==> config.mk <==
export PLATFORM = sky130hd
export DESIGN_NAME = cacv_top
export DESIGN_NICKNAME = d
export VERILOG_FILES = /design/src/core/cacv_pkg.sv /design/src/core/cacv_top.sv
export SDC_FILE = /design/constraint.sdc
export NUM_CORES = 1
export LEC_CHECK = 0
export BUFFER_PORTS_ARGS = -buffer_cell sky130_fd_sc_hd__buf_2
export CORE_UTILIZATION = 50
export CTS_BUF_LIST = sky130_fd_sc_hd__clkbuf_16
export DETAILED_ROUTE_END_ITERATION = 10
export GPL_TIMING_DRIVEN = 0
export PLACE_DENSITY_LB_ADDON = 0.1
export SLEW_MARGIN = 10
export SYNTH_ARGS = -nofsm -noshare
export SYNTH_HDL_FRONTEND = slang
export SYNTH_SLANG_ARGS = --single-unit
==> constraint.sdc <==
create_clock -name clock -period 3.4 [get_ports clock]
set_clock_uncertainty 0.05 [all_clocks]
set_input_delay 0.17 -clock clock [delete_from_list [all_inputs] [get_ports clock]]
set_output_delay 0.17 -clock clock [all_outputs]
set_load 0.02 [all_outputs]
==> src/core/cacv_pkg.sv <==
// Package for the character attribute and cursor video block.
// Assumes one character clock domain and an AHB-Lite register port.
package cacv_pkg;
  // Register byte offsets
  localparam logic [7:0] OFS_ATTR   = 8'h00;
  localparam logic [7:0] OFS_CURSOR = 8'h04;
  localparam logic [7:0] OFS_ROW    = 8'h08;
  localparam logic [7:0] OFS_STATUS = 8'h0c;
  // Bit select value that turns an attribute off
  localparam logic [3:0] SEL_OFF    = 4'hf;
  // Attribute config field positions
  localparam int ATTR_UL1_POS  = 0;
  localparam int ATTR_UL2_POS  = 4;
  localparam int ATTR_INV_POS  = 8;
  localparam int ATTR_ABS_POS  = 12;
  localparam int ATTR_BUE_POS  = 16;
  localparam int ATTR_RATE_POS = 17;
  localparam int ATTR_DUTY_POS = 22;
  localparam int ATTR_GPA_POS  = 24;
  // Cursor config field positions
  localparam int CUR_RATE_POS  = 0;
  localparam int CUR_DUTY_POS  = 5;
  localparam int CUR1_POS      = 8;
  localparam int CUR2_POS      = 12;
  // Row descriptor field positions
  localparam int ROW_UL1_POS   = 0;
  localparam int ROW_UL2_POS   = 8;
  // Reset values
  localparam logic [31:0] ATTR_RST   = 32'h0000_ffff;
  localparam logic [31:0] CURSOR_RST = 32'h0000_0000;
  localparam logic [4:0]  LINE_RST   = 5'h00;
  // Duty cycle codes
  localparam logic [1:0] DUTY_ALWAYS = 2'b00;
  localparam logic [1:0] DUTY_25     = 2'b01;
  localparam logic [1:0] DUTY_50     = 2'b10;
  localparam logic [1:0] DUTY_75     = 2'b11;

  typedef struct packed {
    logic       gpa_ul2;
    logic [1:0] duty;
    logic [4:0] rate;
    logic       blink_ul;
    logic [3:0] abs_sel;
    logic [3:0] inv_sel;
    logic [3:0] ul2_sel;
    logic [3:0] ul1_sel;
  } cacv_attr_t;

  typedef struct packed {
    logic pen_detect;
    logic out_en;
    logic blink_en;
    logic reverse_en;
  } cacv_cur_t;

  typedef struct packed {
    cacv_cur_t  cur2;
    cacv_cur_t  cur1;
    logic [1:0] duty;
    logic [4:0] rate;
  } cacv_cursor_t;

  // One character cell as presented by the row buffer side
  typedef struct packed {
    logic        valid;
    logic [14:0] word;
    logic [4:0]  scan_line;
    logic [4:0]  line_count;
    logic [4:0]  abs_line;
    logic        gpa;
    logic        reverse;
    logic        blank;
    logic        cur1;
    logic        cur2;
  } cacv_char_t;

  typedef struct packed {
    logic        valid;
    logic [14:0] data;
    logic [4:0]  line_count;
    logic        reverse;
    logic        blank;
  } cacv_video_t;
endpackage

==> src/core/cacv_top.sv <==
// Character attribute and cursor video logic with AHB-Lite registers.
// Assumes cells, frame start and command strobes arrive on this clock;
// only the light pen pin is asynchronous.
//
// Local design decisions: the AHB-Lite interface to the registers and the register addresses.
module cacv_top (
  // Clock and reset
  input  wire logic                 clock,
  input  wire logic                 srst,
  // AHB-Lite slave
  input  wire logic                 hsel,
  input  wire logic [31:0]          haddr,
  input  wire logic [1:0]           htrans,
  input  wire logic                 hwrite,
  input  wire logic [2:0]           hsize,
  input  wire logic [31:0]          hwdata,
  input  wire logic                 hready,
  output logic      [31:0]          hrdata,
  output logic                      hreadyout,
  output logic                      hresp,
  // Frame timing and character cells
  input  wire logic                 frame_start,
  input  wire cacv_pkg::cacv_char_t char_in,
  input  wire logic                 light_pen_in,
  // Video toward the character generator
  output cacv_pkg::cacv_video_t     video_out,
  output logic                      pen_cursor_mark
);

  // Bus address phase capture
  logic                         wr_pend;
  logic [7:0]                   wr_addr;
  // Pending and active configuration
  cacv_pkg::cacv_attr_t         attr_pend;
  cacv_pkg::cacv_attr_t         attr_cfg;
  cacv_pkg::cacv_cursor_t       cur_pend;
  cacv_pkg::cacv_cursor_t       cur_cfg;
  logic [4:0]                   ul1_line;
  logic [4:0]                   ul2_line;
  // Blink phase counters in frames
  logic [6:0]                   char_phase;
  logic [6:0]                   cur_phase;
  logic                         char_blink_on;
  logic                         cur_blink_on;
  // Light pen synchroniser and sticky hits
  logic                         pen_meta;
  logic                         pen_sync;
  logic [1:0]                   pen_hit;
  // Attribute decode
  logic                         ul1_hit;
  logic                         ul2_ctl;
  logic                         ul2_hit;
  logic                         inv_hit;
  logic                         abs_hit;
  logic                         cur1_show;
  logic                         cur2_show;
  logic                         next_blank;
  logic                         next_reverse;
  logic [4:0]                   next_line;
  logic [14:0]                  next_data;
  logic [1:0]                   pen_now;

  // Character word bit picked by a select field, off for 15
  function automatic logic pick_bit(input logic [14:0] word, input logic [3:0] sel);
    logic r;
    r = 1'b0;
    if (sel != cacv_pkg::SEL_OFF)
    begin
      r = word[sel];
    end
    return r;
  endfunction

  // On phase of a blink period of four times rate frames
  function automatic logic blink_on(input logic [6:0] phase, input logic [4:0] rate,
                                    input logic [1:0] duty);
    logic [6:0] quarter;
    logic       r;
    quarter = {2'b00, rate};
    case (duty)
      cacv_pkg::DUTY_ALWAYS: r = 1'b1;
      cacv_pkg::DUTY_25:     r = phase < quarter;
      cacv_pkg::DUTY_50:     r = phase < 7'(2 * quarter);
      cacv_pkg::DUTY_75:     r = phase < 7'(3 * quarter);
      default:               r = 1'b1;
    endcase
    return r;
  endfunction

  // Next phase, wrapping after four times rate frames
  function automatic logic [6:0] phase_step(input logic [6:0] phase, input logic [4:0] rate);
    logic [6:0] last;
    logic [6:0] r;
    last = 7'({rate, 2'b00} - 7'd1);
    if (rate == 5'd0 || phase >= last)
    begin
      r = 7'd0;
    end
    else
    begin
      r = phase + 7'd1;
    end
    return r;
  endfunction

  // Cursor config from a bus word; bit 7 stays unused so each
  // cursor's four controls sit on their own hex digit
  function automatic cacv_pkg::cacv_cursor_t cur_unpack(input logic [31:0] d);
    cacv_pkg::cacv_cursor_t r;
    r      = '0;
    r.rate = d[cacv_pkg::CUR_RATE_POS +: 5];
    r.duty = d[cacv_pkg::CUR_DUTY_POS +: 2];
    r.cur1 = d[cacv_pkg::CUR1_POS +: 4];
    r.cur2 = d[cacv_pkg::CUR2_POS +: 4];
    return r;
  endfunction

  // Bus word from a cursor config, the inverse of cur_unpack
  // Keeps read-back on the same layout as writes
  function automatic logic [31:0] cur_pack(input cacv_pkg::cacv_cursor_t c);
    logic [31:0] r;
    r                              = 32'h0000_0000;
    r[cacv_pkg::CUR_RATE_POS +: 5] = c.rate;
    r[cacv_pkg::CUR_DUTY_POS +: 2] = c.duty;
    r[cacv_pkg::CUR1_POS +: 4]     = c.cur1;
    r[cacv_pkg::CUR2_POS +: 4]     = c.cur2;
    return r;
  endfunction

  // Single-cycle slave: never stalls, always OKAY
  always_ff @(posedge clock)
  begin
    if (srst)
    begin
      hreadyout <= 1'b1;
      hresp     <= 1'b0;
    end
    else
    begin
      hreadyout <= 1'b1;
      hresp     <= 1'b0;
    end
  end

  // Address phase capture for writes
  // Write data follows one cycle later, so the decode is kept until then
  always_ff @(posedge clock)
  begin
    if (srst)
    begin
      wr_pend <= 1'b0;
      wr_addr <= 8'h00;
    end
    else if (hready)
    begin
      wr_pend <= hsel & htrans[1] & hwrite;
      wr_addr <= haddr[7:0];
    end
  end

  // Read data launched from the address phase, zero when unmapped
  // Reads see staged config, not what the current frame uses
  always_ff @(posedge clock)
  begin
    if (srst)
    begin
      hrdata <= 32'h0000_0000;
    end
    else if (hready && hsel && htrans[1] && !hwrite)
    begin
      case (haddr[7:0])
        cacv_pkg::OFS_ATTR:   hrdata <= {7'h00, attr_pend};
        cacv_pkg::OFS_CURSOR: hrdata <= cur_pack(cur_pend);
        cacv_pkg::OFS_ROW:    hrdata <= {19'h0_0000, ul2_line, 3'b000, ul1_line};
        cacv_pkg::OFS_STATUS: hrdata <= {28'h000_0000, cur_blink_on, char_blink_on,
                                         pen_hit};
        default:              hrdata <= 32'h0000_0000;
      endcase
    end
  end

  // config-only select fields
  // Global config writes stage here until the next frame start
  always_ff @(posedge clock)
  begin
    if (srst)
    begin
      attr_pend <= cacv_pkg::cacv_attr_t'(cacv_pkg::ATTR_RST[24:0]);
      cur_pend  <= cur_unpack(cacv_pkg::CURSOR_RST);
    end
    else if (wr_pend && wr_addr == cacv_pkg::OFS_ATTR)
    begin
      attr_pend <= cacv_pkg::cacv_attr_t'(hwdata[24:0]);
    end
    else if (wr_pend && wr_addr == cacv_pkg::OFS_CURSOR)
    begin
      cur_pend <= cur_unpack(hwdata);
    end
  end

  // per-frame parameter load
  // Committing at frame start avoids tearing mid frame
  always_ff @(posedge clock)
  begin
    if (srst)
    begin
      attr_cfg <= cacv_pkg::cacv_attr_t'(cacv_pkg::ATTR_RST[24:0]);
      cur_cfg  <= cur_unpack(cacv_pkg::CURSOR_RST);
    end
    else if (frame_start)
    begin
      attr_cfg <= attr_pend;
      cur_cfg  <= cur_pend;
    end
  end

  // row descriptor reload
  // Row descriptor only touches the two underline lines
  always_ff @(posedge clock)
  begin
    if (srst)
    begin
      ul1_line <= cacv_pkg::LINE_RST;
      ul2_line <= cacv_pkg::LINE_RST;
    end
    else if (wr_pend && wr_addr == cacv_pkg::OFS_ROW)
    begin
      ul1_line <= hwdata[cacv_pkg::ROW_UL1_POS +: 5];
      ul2_line <= hwdata[cacv_pkg::ROW_UL2_POS +: 5];
    end
  end

  // Rate zero parks the phase, so quarter duties stay dark
  // frame-based blink period
  always_ff @(posedge clock)
  begin
    if (srst)
    begin
      char_phase <= 7'd0;
      cur_phase  <= 7'd0;
    end
    else if (frame_start)
    begin
      char_phase <= phase_step(char_phase, attr_cfg.rate);
      cur_phase  <= phase_step(cur_phase, cur_cfg.rate);
    end
  end

  assign char_blink_on = blink_on(char_phase, attr_cfg.rate, attr_cfg.duty);
  assign cur_blink_on  = blink_on(cur_phase, cur_cfg.rate, cur_cfg.duty);

  // Two-flop pen synchroniser; first stage feeds only the second
  always_ff @(posedge clock)
  begin
    if (srst)
    begin
      pen_meta <= 1'b0;
      pen_sync <= 1'b0;
    end
    else
    begin
      pen_meta <= light_pen_in;
      pen_sync <= pen_meta;
    end
  end

  assign ul1_hit = pick_bit(char_in.word, attr_cfg.ul1_sel)
                 & (char_in.scan_line == ul1_line);
  assign inv_hit = pick_bit(char_in.word, attr_cfg.inv_sel);
  assign abs_hit = pick_bit(char_in.word, attr_cfg.abs_sel);
  assign ul2_ctl = (attr_cfg.ul2_sel == cacv_pkg::SEL_OFF) ? 1'b0 :
                   attr_cfg.gpa_ul2 ? char_in.gpa :
                   pick_bit(char_in.word, attr_cfg.ul2_sel);
  assign ul2_hit = ul2_ctl & (char_in.scan_line == ul2_line)
                 & (!attr_cfg.blink_ul | char_blink_on);
  assign cur1_show = char_in.cur1 & (!cur_cfg.cur1.blink_en | cur_blink_on);
  assign cur2_show = char_in.cur2 & (!cur_cfg.cur2.blink_en | cur_blink_on);
  // pen seen on a detecting cursor
  assign pen_now = {cur_cfg.cur2.pen_detect & char_in.cur2,
                    cur_cfg.cur1.pen_detect & char_in.cur1} & {2{pen_sync & char_in.valid}};

  // Output attribute combine for this cell
  always_comb
  begin
    next_blank = char_in.blank | ul1_hit | ul2_hit | inv_hit
               | (cur1_show & !cur_cfg.cur1.reverse_en)
               | (cur2_show & !cur_cfg.cur2.reverse_en);
    // inversion sources; invisible not among them
    next_reverse = char_in.reverse ^ ul1_hit ^ ul2_hit
                 ^ (cur1_show & cur_cfg.cur1.reverse_en)
                 ^ (cur2_show & cur_cfg.cur2.reverse_en);
    next_line = abs_hit ? char_in.abs_line : char_in.line_count;
    next_data = char_in.word;
    if (cur_cfg.cur1.out_en)
    begin
      next_data[14] = cur1_show;
    end
    if (cur_cfg.cur2.out_en)
    begin
      next_data[13] = cur2_show;
    end
  end

  // Registered video toward the character generator
  // Idle slots go out as all zero so stale attributes never leak
  always_ff @(posedge clock)
  begin
    if (srst)
    begin
      video_out <= '0;
    end
    else
    begin
      video_out.valid      <= char_in.valid;
      video_out.data       <= char_in.valid ? next_data : 15'h0000;
      video_out.line_count <= char_in.valid ? next_line : 5'h00;
      video_out.reverse    <= char_in.valid & next_reverse;
      video_out.blank      <= char_in.valid & next_blank;
    end
  end

  // A clear racing a new hit keeps the hit, so no pen event is lost
  // pen mark and sticky hit, set beats clear
  always_ff @(posedge clock)
  begin
    if (srst)
    begin
      pen_cursor_mark <= 1'b0;
      pen_hit         <= 2'b00;
    end
    else
    begin
      pen_cursor_mark <= |pen_now;
      if (wr_pend && wr_addr == cacv_pkg::OFS_STATUS)
      begin
        pen_hit <= (pen_hit & ~hwdata[1:0]) | pen_now;
      end
      else
      begin
        pen_hit <= pen_hit | pen_now;
      end
    end
  end

endmodule

Word level (Yosys, flattened, before mapping)
Index checks and enable logic that the tools add are counted.
- flip-flop bits (word level): 173
- input port bits: 112
- output and inout bits: 58
- word-level logic and storage cells: 171
- add/sub/neg operators: 4
- multiply operators: 2
- $lt $le $gt $ge: 12
- equality and inequality tests: 19
- multiplexer cells: 23
- bitwise gates (word level): 35
- reductions and logical operators: 24
- operators with widths (operator ; count):
    $pmux 25 s4 ; 1
    $eq 8x4->1 const B ; 4
    $lt 4x5->1 const B ; 4
    $and 1x1->1 ; 16
    $bmux 1 s4 ; 4
    $eq 8x3->1 const B ; 2
    $logic_not 8->1 ; 2
    $ne 4x4->1 const B ; 4
    $add 7x1->7 const B ; 2
    $ge 7x7->1 ; 2
    $lt 7x5->1 ; 2
    $lt 7x6->1 ; 2
    $lt 7x7->1 ; 2
    $mul 2x5->7 const A ; 2
    $mux 7 ; 2
    $sub 7x1->7 const B ; 2
    $mux 1 ; 12
    $eq 5x5->1 ; 2
    $logic_not 5->1 ; 2
    $eq 2x2->1 const B ; 4
    $or 1x1->1 ; 8
    $pmux 1 s4 ; 2
    $logic_and 1x1->1 ; 7
    $logic_not 1->1 ; 6
    13 further kinds ; 23

Depth between registers and ports, before layout
Gate-level depths: netlist of the first run.
- depth in word-level cells: 12
- mapped depth: 14
- mapped depth without buffers: 14

Least setup slack after synthesis of the first run
No wires, ideal clock.
- path type: register to register
- start point: reg cur_cfg[0] (netlist bit)
- end point: reg video_out[1] (netlist bit)
- setup time: 0.072 ns
- arrival: 3.236 ns
- required time: 3.278 ns
- setup slack: 0.043 ns
- stages on the path, launching flop included: 15
- path buffers: 0
- clock period less this slack: 3.357 ns
- cells stage by stage: dfxtp_1 -> ha_1 -> fa_1 -> a21oi_1 -> nor2_1 -> nor2_1 -> xnor2_1 -> ha_1 -> a21o_1 -> a221o_1 -> a31oi_1 -> nor3b_1 -> o221a_2 -> or4_1 -> mux2i_1
- word-level cells in the longest chain between the ends: 9
- elaborated cells on any way between the ends: 14
- those cells by class: mul (1); order compare (3); mux (1); bitwise (9)
- ends and longest elaborated chain (element ; RTL line ; source):
    start, declared ; cacv_top.sv:37 ; cacv_pkg::cacv_cursor_t cur_cfg;
    start signal, assigned ; cacv_top.sv:208 ; cur_cfg <= cur_unpack(cacv_pkg::CURSOR_RST);
    start signal, assigned ; cacv_top.sv:213 ; cur_cfg <= cur_pend;
    $mul 2x5->7 ; cacv_top.sv:84 ; cacv_pkg::DUTY_75: r = phase < 7'(3 * quarter);
    $lt 7x7->1 ; cacv_top.sv:84 ;
    $pmux 1 s4 * ; cacv_top.sv:80 ; case (duty)
    $or 1x1->1 ; cacv_top.sv:276 ; assign cur1_show = char_in.cur1 & (!cur_cfg.cur1.blink_en | cur_blink_on);
    $and 1x1->1 ; cacv_top.sv:276 ;
    $and 1x1->1 ; cacv_top.sv:290 ; ^ (cur1_show & cur_cfg.cur1.reverse_en)
    $xor 1x1->1 ; cacv_top.sv:290 ;
    $xor 1x1->1 * ; cacv_top.sv:291 ; ^ (cur2_show & cur_cfg.cur2.reverse_en);
    $and 1x1->1 * ; cacv_top.sv:317 ; video_out.reverse <= char_in.valid & next_reverse;
    end, declared ; cacv_top.sv:26 ; output cacv_pkg::cacv_video_t video_out,
Mark *: on every way between the ends. The rest lies on a longest branch, timed or not.
A chain may end at the register's enable or synchronous reset.

Worst setup path in the final report of the first run
- start point: reg cur_cfg[1] (netlist bit)
- end point: reg video_out[1] (netlist bit)
The elaborated chain is that of the path after synthesis.

==> results of run 1 <==
[Yosys cell counts (2+ instances only)]
| cell | n |
|---|---|
| a21o_1 | 14 |
| buf_4 | 9 |
| o211ai_2 | 2 |
| nand4_1 | 11 |
| dfxtp_1 | 166 |
| buf_6 | 3 |
| xor2_1 | 12 |
| nor3_2 | 2 |
| mux2i_1 | 73 |
| nor3_1 | 2 |
| a41oi_1 | 2 |
| nand3_1 | 20 |
| conb_1 | 2 |
| ha_1 | 58 |
| nand2b_1 | 6 |
| fa_1 | 2 |
| o21ai_0 | 22 |
| and2_1 | 15 |
| o211ai_1 | 5 |
| mux2_2 | 7 |
| xnor2_1 | 24 |
| a22oi_1 | 23 |
| a31oi_1 | 7 |
| nand3b_1 | 5 |
| nand2_2 | 2 |
| a21oi_1 | 50 |
| or4_1 | 2 |
| buf_2 | 6 |
| inv_1 | 25 |
| nor4_1 | 4 |
| o22ai_1 | 2 |
| nor2b_1 | 12 |
| a2111oi_0 | 3 |
| o31ai_1 | 2 |
| nor2_1 | 99 |
| buf_1 | 5 |
| nand2_1 | 133 |
| and3_1 | 3 |
| o31a_1 | 2 |
| mux4_2 | 15 |
| clkbuf_1 | 28 |
[power by group]
part           internal [mW]  switching [mW]  total (mW)
clock network          0.949           0.842        1.79
logic                  0.163           0.185       0.347
registers               1.97          0.0174        1.98
total                   3.08            1.04        4.12
[routing by layer]
layer	part of all wire, %	vias to the layer above	global-route usage, %
met5	0.17	-	1.76
met4	1.6	2	8.11
met3	6.1	26	4.15
met2	44	278	41.7
met1	48	3339	37.5
li1	-	3565	-
[layout make-up]
class / instances / area (um2) / share of cell area [%]
Buffer: 51 / 255 / 2.44
Inverter: 26 / 101 / 0.967
Clock inverter: 15 / 119 / 1.13
Sequential cell: 166 / 3340 / 31.9
Timing Repair Buffer: 186 / 1230 / 11.8
Clock buffer: 17 / 425 / 4.06
Tap cell: 216 / 270 / 2.58
Multi-Input combinational cell: 669 / 4730 / 45.2
[worst max path at each step]
stage	start	endpoint	slack (ns)	depth (start not counted)
after floorplan	cur_cfg[0]$_SDFFE_PP0P_	video_out[1]$_SDFF_PP0_	0.04	14
after global placement	cur_cfg[2]$_SDFFE_PP0P_	video_out[1]$_SDFF_PP0_	-0.26	14
after detailed placement	cur_cfg[0]$_SDFFE_PP0P_	video_out[1]$_SDFF_PP0_	-0.26	14
after CTS	cur_cfg[1]$_SDFFE_PP0P_	video_out[1]$_SDFF_PP0_	-0.04	14
after global routing	cur_cfg[1]$_SDFFE_PP0P_	video_out[1]$_SDFF_PP0_	-0.12	14
final	cur_cfg[1]$_SDFFE_PP0P_	video_out[1]$_SDFF_PP0_	-0.02	14
[tightest hold or removal path, cell delays in order]
cell	delay, ns
buf_2	0.14
nand2b_1	0.07
a21oi_1	0.06
[through the flow]
stage                     total power [mW]  setup WS (ns)  util [%]
after floorplan                       2.20         0.0427         -
after global placement                2.32         -0.263      57.4
after detailed placement              2.32         -0.263      57.4
after CTS                             4.14        -0.0411      64.8
after global routing                  4.25         -0.125      65.2
final                                 4.12        -0.0241      65.2
[flip-flops by register name, indices dropped and copies added (netlist names), 2 cells and up]
register    flops
pen_hit         2
cur_phase       7
cur_pend       15
attr_pend      25
ul2_line        5
cur_cfg        15
video_out      23
wr_addr         8
char_phase      7
hrdata         25
attr_cfg       25
ul1_line        5
[cells by family after synthesis]
family	Yosys count	synth area share, %
flip-flops	166	40.0
multiplexers	95	13.8
other	2	0.0904
XOR/XNOR	36	3.79
adder cells (fa/ha/maj)	60	9.21
AND/OR/NAND/NOR	324	17.5
AO/OA/AOI/OAI	145	11.3
buffers and inverters	77	4.25
[timing repair]
| item | in CTS | in global routing |
|---|---|---|
| hold endpoints to repair | 70 | 0 |
| gates resized for setup | 13 | 11 |
| endpoints found under the setup margin | 2 | 4 |
| setup buffers | 4 | 3 |
| pin swaps | 12 | 11 |
| hold buffers | 57 | 0 |
==> metrics.txt, run 1 <==
status finished, violations left; failing checks negative setup slack; most common cell after layout, fill and taps aside dfxtp_1; CTS Sinks 166; Post-Syn Area slightly above 8000 um2; die footprint 17100 um2; WS Path Type flop to flop; cell at the root of the clock tree clkbuf_16; H-tree depth 4; hold path depth 3; DR DRC count 0; dpl cells approximately 1300; Synth warnings 0; num rows between 40 and 50; Final Hold Vio Count 0; worst setup margin -0.0241 ns; count of final setup violators 1; sequential element share of the synthesized area 40.0%; Pleak 4.71 nW; DR vias 7210; Die Ht 131 um; ys flop type dfxtp_1; final instance area about 10000 um2; Max FO, Critical Path 4; setup_tns -0.0241 ns; Synth Area per Inst 9.18 um2; Worst Hold Class input port to flop; Buf/Inv on CP 0; ys async rst share 0%; R2R depth 14; HP Start char_in[34]; Peak VDD IR 0.366 mV; Tightest Pin Transition about 1.1 ns; most frequent cells in the layout dfxtp_1, nand2_1, buf_2, nor2_1, mux2i_1; CTS buffer count 17; crit-path max cell delay approximately 0.50 ns; Detail Placement HPWL 16.4 mm; 1st-iter DRT viols 490; crit-path cells ha_4, fa_2, a21oi_2, nor2_1, nor2_1, xnor2_1, ha_1, a21o_1, a221o_1, a31oi_2, nor3b_2, o31a_1, or4_4, mux2i_1; CP required 3.71 ns; fin nets 1289; vias in the first global route roughly 6500; initial antenna violation count 0; Via density ~5.4; fill count 1353; # IOs 170; cell family with most CP delay compound AO/OA/AOI/OAI gates; Initial DRT Pass Iterations 5; global placement routability congestion 0.936; Seq cells post-synth 166; CP endpoint kind flop; cell count after synthesis slightly above 900; Routed WL per cell approximately 17 um; GRT Total Usage a little over a quarter; Layout area overhead 26.1%; largest net degree at the start of global routing 17; worst r2r src cur_cfg[1]$_SDFFE_PP0P_; slew margin rel. 29.2%; CTS tree yes; clk_lat worst skew 0.42 ns; setup slack of the most critical reg-to-reg path -0.02 ns; startpoint types flop; grt total ovfl 0; maxcap violations 0; Fmax about 300 MHz; Max clock buf depth 2; area post-placement between 9000 and 10000 um2; Initial Utilization 51.8%; pwr dens 393 nW/um2; Critical Path AT about 3.7 ns; r2r endpoint video_out[1]$_SDFF_PP0_; Hold Path Sink video_out[21]$_SDFF_PP0_; Final Cycle Share 101%; Final ANT Viol Nets 0; Yosys top cell by area dfxtp_1; Netlist cell types 61; first-pass GRT wire length 34.5 mm; Min Hold Slack between 0.015 and 0.02 ns; die extent in x between 100 and 150 um; minimum clock period 3.42 ns; Worst-path clk slew 0.07 ns; Synth area leaders dfxtp_1, mux2i_1, ha_1; post-synth top area share around 40%; EDFF count, synth 0; PortBufs 122; ratio of cells with drive above 1 in the final layout 20.4%; # diodes 0; Slowest cell on crit path or4_4; RSZ-0062 raised after global routing true; core area 16100 um2; max-slew violations 0; final non-filler cell total 1346; drt total wl 22.4 mm; Top cell by count, worst path nor2_1
(Power assumes the default switching activity.)
==> run 2: changes to the inputs <==
--- a/config.mk
+++ b/config.mk
@@ -10,7 +10,8 @@
 export CTS_BUF_LIST = sky130_fd_sc_hd__clkbuf_16
 export DETAILED_ROUTE_END_ITERATION = 10
 export GPL_TIMING_DRIVEN = 0
-export PLACE_DENSITY_LB_ADDON = 0.1
+export MAX_ROUTING_LAYER = met4
+export PLACE_DENSITY = 0.77
 export SLEW_MARGIN = 10
 export SYNTH_ARGS = -nofsm -noshare
 export SYNTH_HDL_FRONTEND = slang
==> run 2 against run 1 <==
Compared with the run above:
- the run now ends clean
- highest routed layer is now met4
- fmax up 0.84%
- count of clock-buffer cells in the layout unchanged
- sequential cell count unchanged
- clock power up 11%
- largest power group is now the clock network
- global-route usage up 2.1 points
- critical path type unchanged
==> metrics.txt, run 2 (same netlist as run 1, synthesis figures left out) <==
Via density 5.53 (+3.2%); Final Cycle Share 99.9% (-0.84 points); final non-filler cell total 1350 (+0.30%); Initial Utilization 51.8% (unchanged); # IOs 170 (unchanged); Total Power 4.33 mW (+4.9%); first-pass GRT wire length 35.8 mm (+3.9%); Detail Placement HPWL 16.3 mm (-0.30%); CTS tree yes; die extent in x 131 um (unchanged); CTS buffer count 17 (unchanged); Pint 3.29 mW (+6.9%); crit-path cells clkinvlp_4, ha_1, a21o_1, a21o_1, xor2_1, ha_1, and3_4, a221o_1, a31oi_2, nor3b_2, o31a_1, or4_1, mux2i_1; WS Path Type flop to flop; switch share 23.9% (-1.4 points); Comb pwr share 8.2% (-0.2 points); grt total ovfl 0 (unchanged); Final ANT Viol Nets 0 (unchanged); PortBufs 122 (unchanged); num rows 46 (unchanged); Layout area overhead 26.9%; Slowest cell on crit path or4_1; Tightest Pin Transition 0.916 ns (-0.138 ns); global placement routability congestion 0.896 (-4.3%); dpl cells 1250 (unchanged); slew margin rel. 38.4% (+9.2 points); Pleak 4.76 nW (+0.96%); Max FO, Critical Path 4 (unchanged); RSZ-0062 raised after global routing true; max-slew violations 0 (unchanged); DR DRC count 0 (unchanged); CTS Sinks 166 (unchanged); clk_lat worst skew 0.43 ns (about the same); maxcap violations 0 (unchanged); status completed; Min Hold Slack 0.0194 ns (+0.00350 ns); Worst Hold Class input port to flop; initial antenna violation count 0 (unchanged); Critical Path AT 3.71 ns (-0.02 ns); CP required 3.71 ns (about the same); most frequent cells in the layout dfxtp_1, nand2_1, buf_2, nor2_1, mux2i_1; crit-path max cell delay 0.49 ns (about the same); ratio of cells with drive above 1 in the final layout 20.0% (-0.42 points); pwr dens 410 nW/um2 (+4.2%); switching pwr 1.03 mW (-0.90%); DR vias 7464 (+3.5%); biggest registers after layout attr_cfg: 25 flops, attr_pend: 25 flops, hrdata: 25 flops; cell at the root of the clock tree clkbuf_16; Clock Power Share 46.0% (+2.6 points); largest net degree at the start of global routing 17 (unchanged); CP endpoint kind flop; startpoint types flop; drt total wl 23.0 mm (+2.6%); Final Hold Vio Count 0 (unchanged); H-tree depth 4 (unchanged); Die Ht 131 um (unchanged); most common cell after layout, fill and taps aside dfxtp_1; Max clock buf depth 2 (unchanged); Worst-path clk slew 0.06 ns (about the same); core area 16100 um2 (unchanged); die footprint 17100 um2 (unchanged); Flop pwr share 45.9% (-2.2 points); Fmax 295 MHz (+0.84%); # diodes 0 (unchanged); Initial DRT Pass Iterations 7 (+2); vias in the first global route 6972 (+7.8%); count of final setup violators 0 (-1); fin nets 1293 (+0.31%); Routed WL per cell 17.0 um (+2.3%); 1st-iter DRT viols 661 (+35%); Peak VDD IR 0.372 mV (+1.5%); GRT Total Usage 28.7% (+2.1 points); minimum clock period 3.40 ns (-0.0285 ns)
run 2: cell types whose count changed in the layout (fill, tap and decap cells not counted), moves of 2 or more:
cell / change
buf_4: +3
bufinv_16: +3
clkinvlp_4: -2
dfxtp_1: +3
dfxtp_2: -3
run 2: critical path: cells and delay by family, from the launching register on:
kind | cells | cell delay [ns]
AOI/OAI and AO/OA | 5 | 1.14
and+or+nand+nor | 3 | 0.78
adders and majority gates | 2 | 0.57
DFF | 1 | 0.36
xor gates and xnor gates | 1 | 0.15
buffers and inverters | 1 | 0.13
muxes | 1 | 0.13
run 2: what timing repair did:
action | CTS | global route
setup endpoints to repair | 2 | 5
hold buffers | 58 | 0
hold endpoints to repair | 72 | 0
gates cloned | 0 | 0
setup buffers | 10 | 0
pin swaps | 13 | 4
gates resized for setup | 17 | 2
run 2: worst paths after layout:
path / startpoint / endpoint / slack (ns) / depth (start not counted)
worst max-delay path: cur_cfg[2]$_SDFFE_PP0P_ / video_out[1]$_SDFF_PP0_ / 0.004 / 13
worst min-delay path: char_in[34] / video_out[21]$_SDFF_PP0_ / 0.02 / 3
worst max register to register: cur_cfg[2]$_SDFFE_PP0P_ / video_out[1]$_SDFF_PP0_ / 0.004 / 13
worst min register to register: wr_pend$_SDFFE_PP0P_ / wr_pend$_SDFFE_PP0P_ / 0.43 / 2
run 2: layout make-up:
| cell class | count | area [um2] |
|---|---|---|
| fill | 1251 | 5510 |
| multi-input combinational | 669 | 4720 |
| sequential | 166 | 3330 |
| timing repair buffer | 190 | 1270 |
| clock buffer | 17 | 425 |
| tap | 216 | 270 |
| buffer | 51 | 255 |
| clock inverter | 15 | 178 |
| inverter | 26 | 101 |
run 2: power by group through the flow:
stage,sequential [mW],combinational [mW],clock (mW)
after floorplan,2.04,0.157,0
after global placement,2.03,0.288,0
after detailed placement,2.03,0.291,0
after CTS,1.98,0.344,2.00
after global routing,1.99,0.378,2.08
final,1.98,0.353,1.99
run 2: through the flow:
stage	area, um2	TNS (ns)	setup slack [ns]	utilization, %
final	10600	0	0.00442	65.7
after CTS	10500	0	0.0120	65.6
after global placement	9220	-0.208	-0.208	57.4
after floorplan	8340	0	0.0427	-
after detailed placement	9220	-0.255	-0.229	57.4
after global routing	10600	-0.165	-0.165	65.7
run 2: routing by layer:
metal	track usage, %	wire [um]	up-vias
met5	-	0	-
met4	10.4	547	0
met3	5.62	1610	40
met2	45.9	10700	308
met1	35.9	10100	3534
li1	-	-	3582
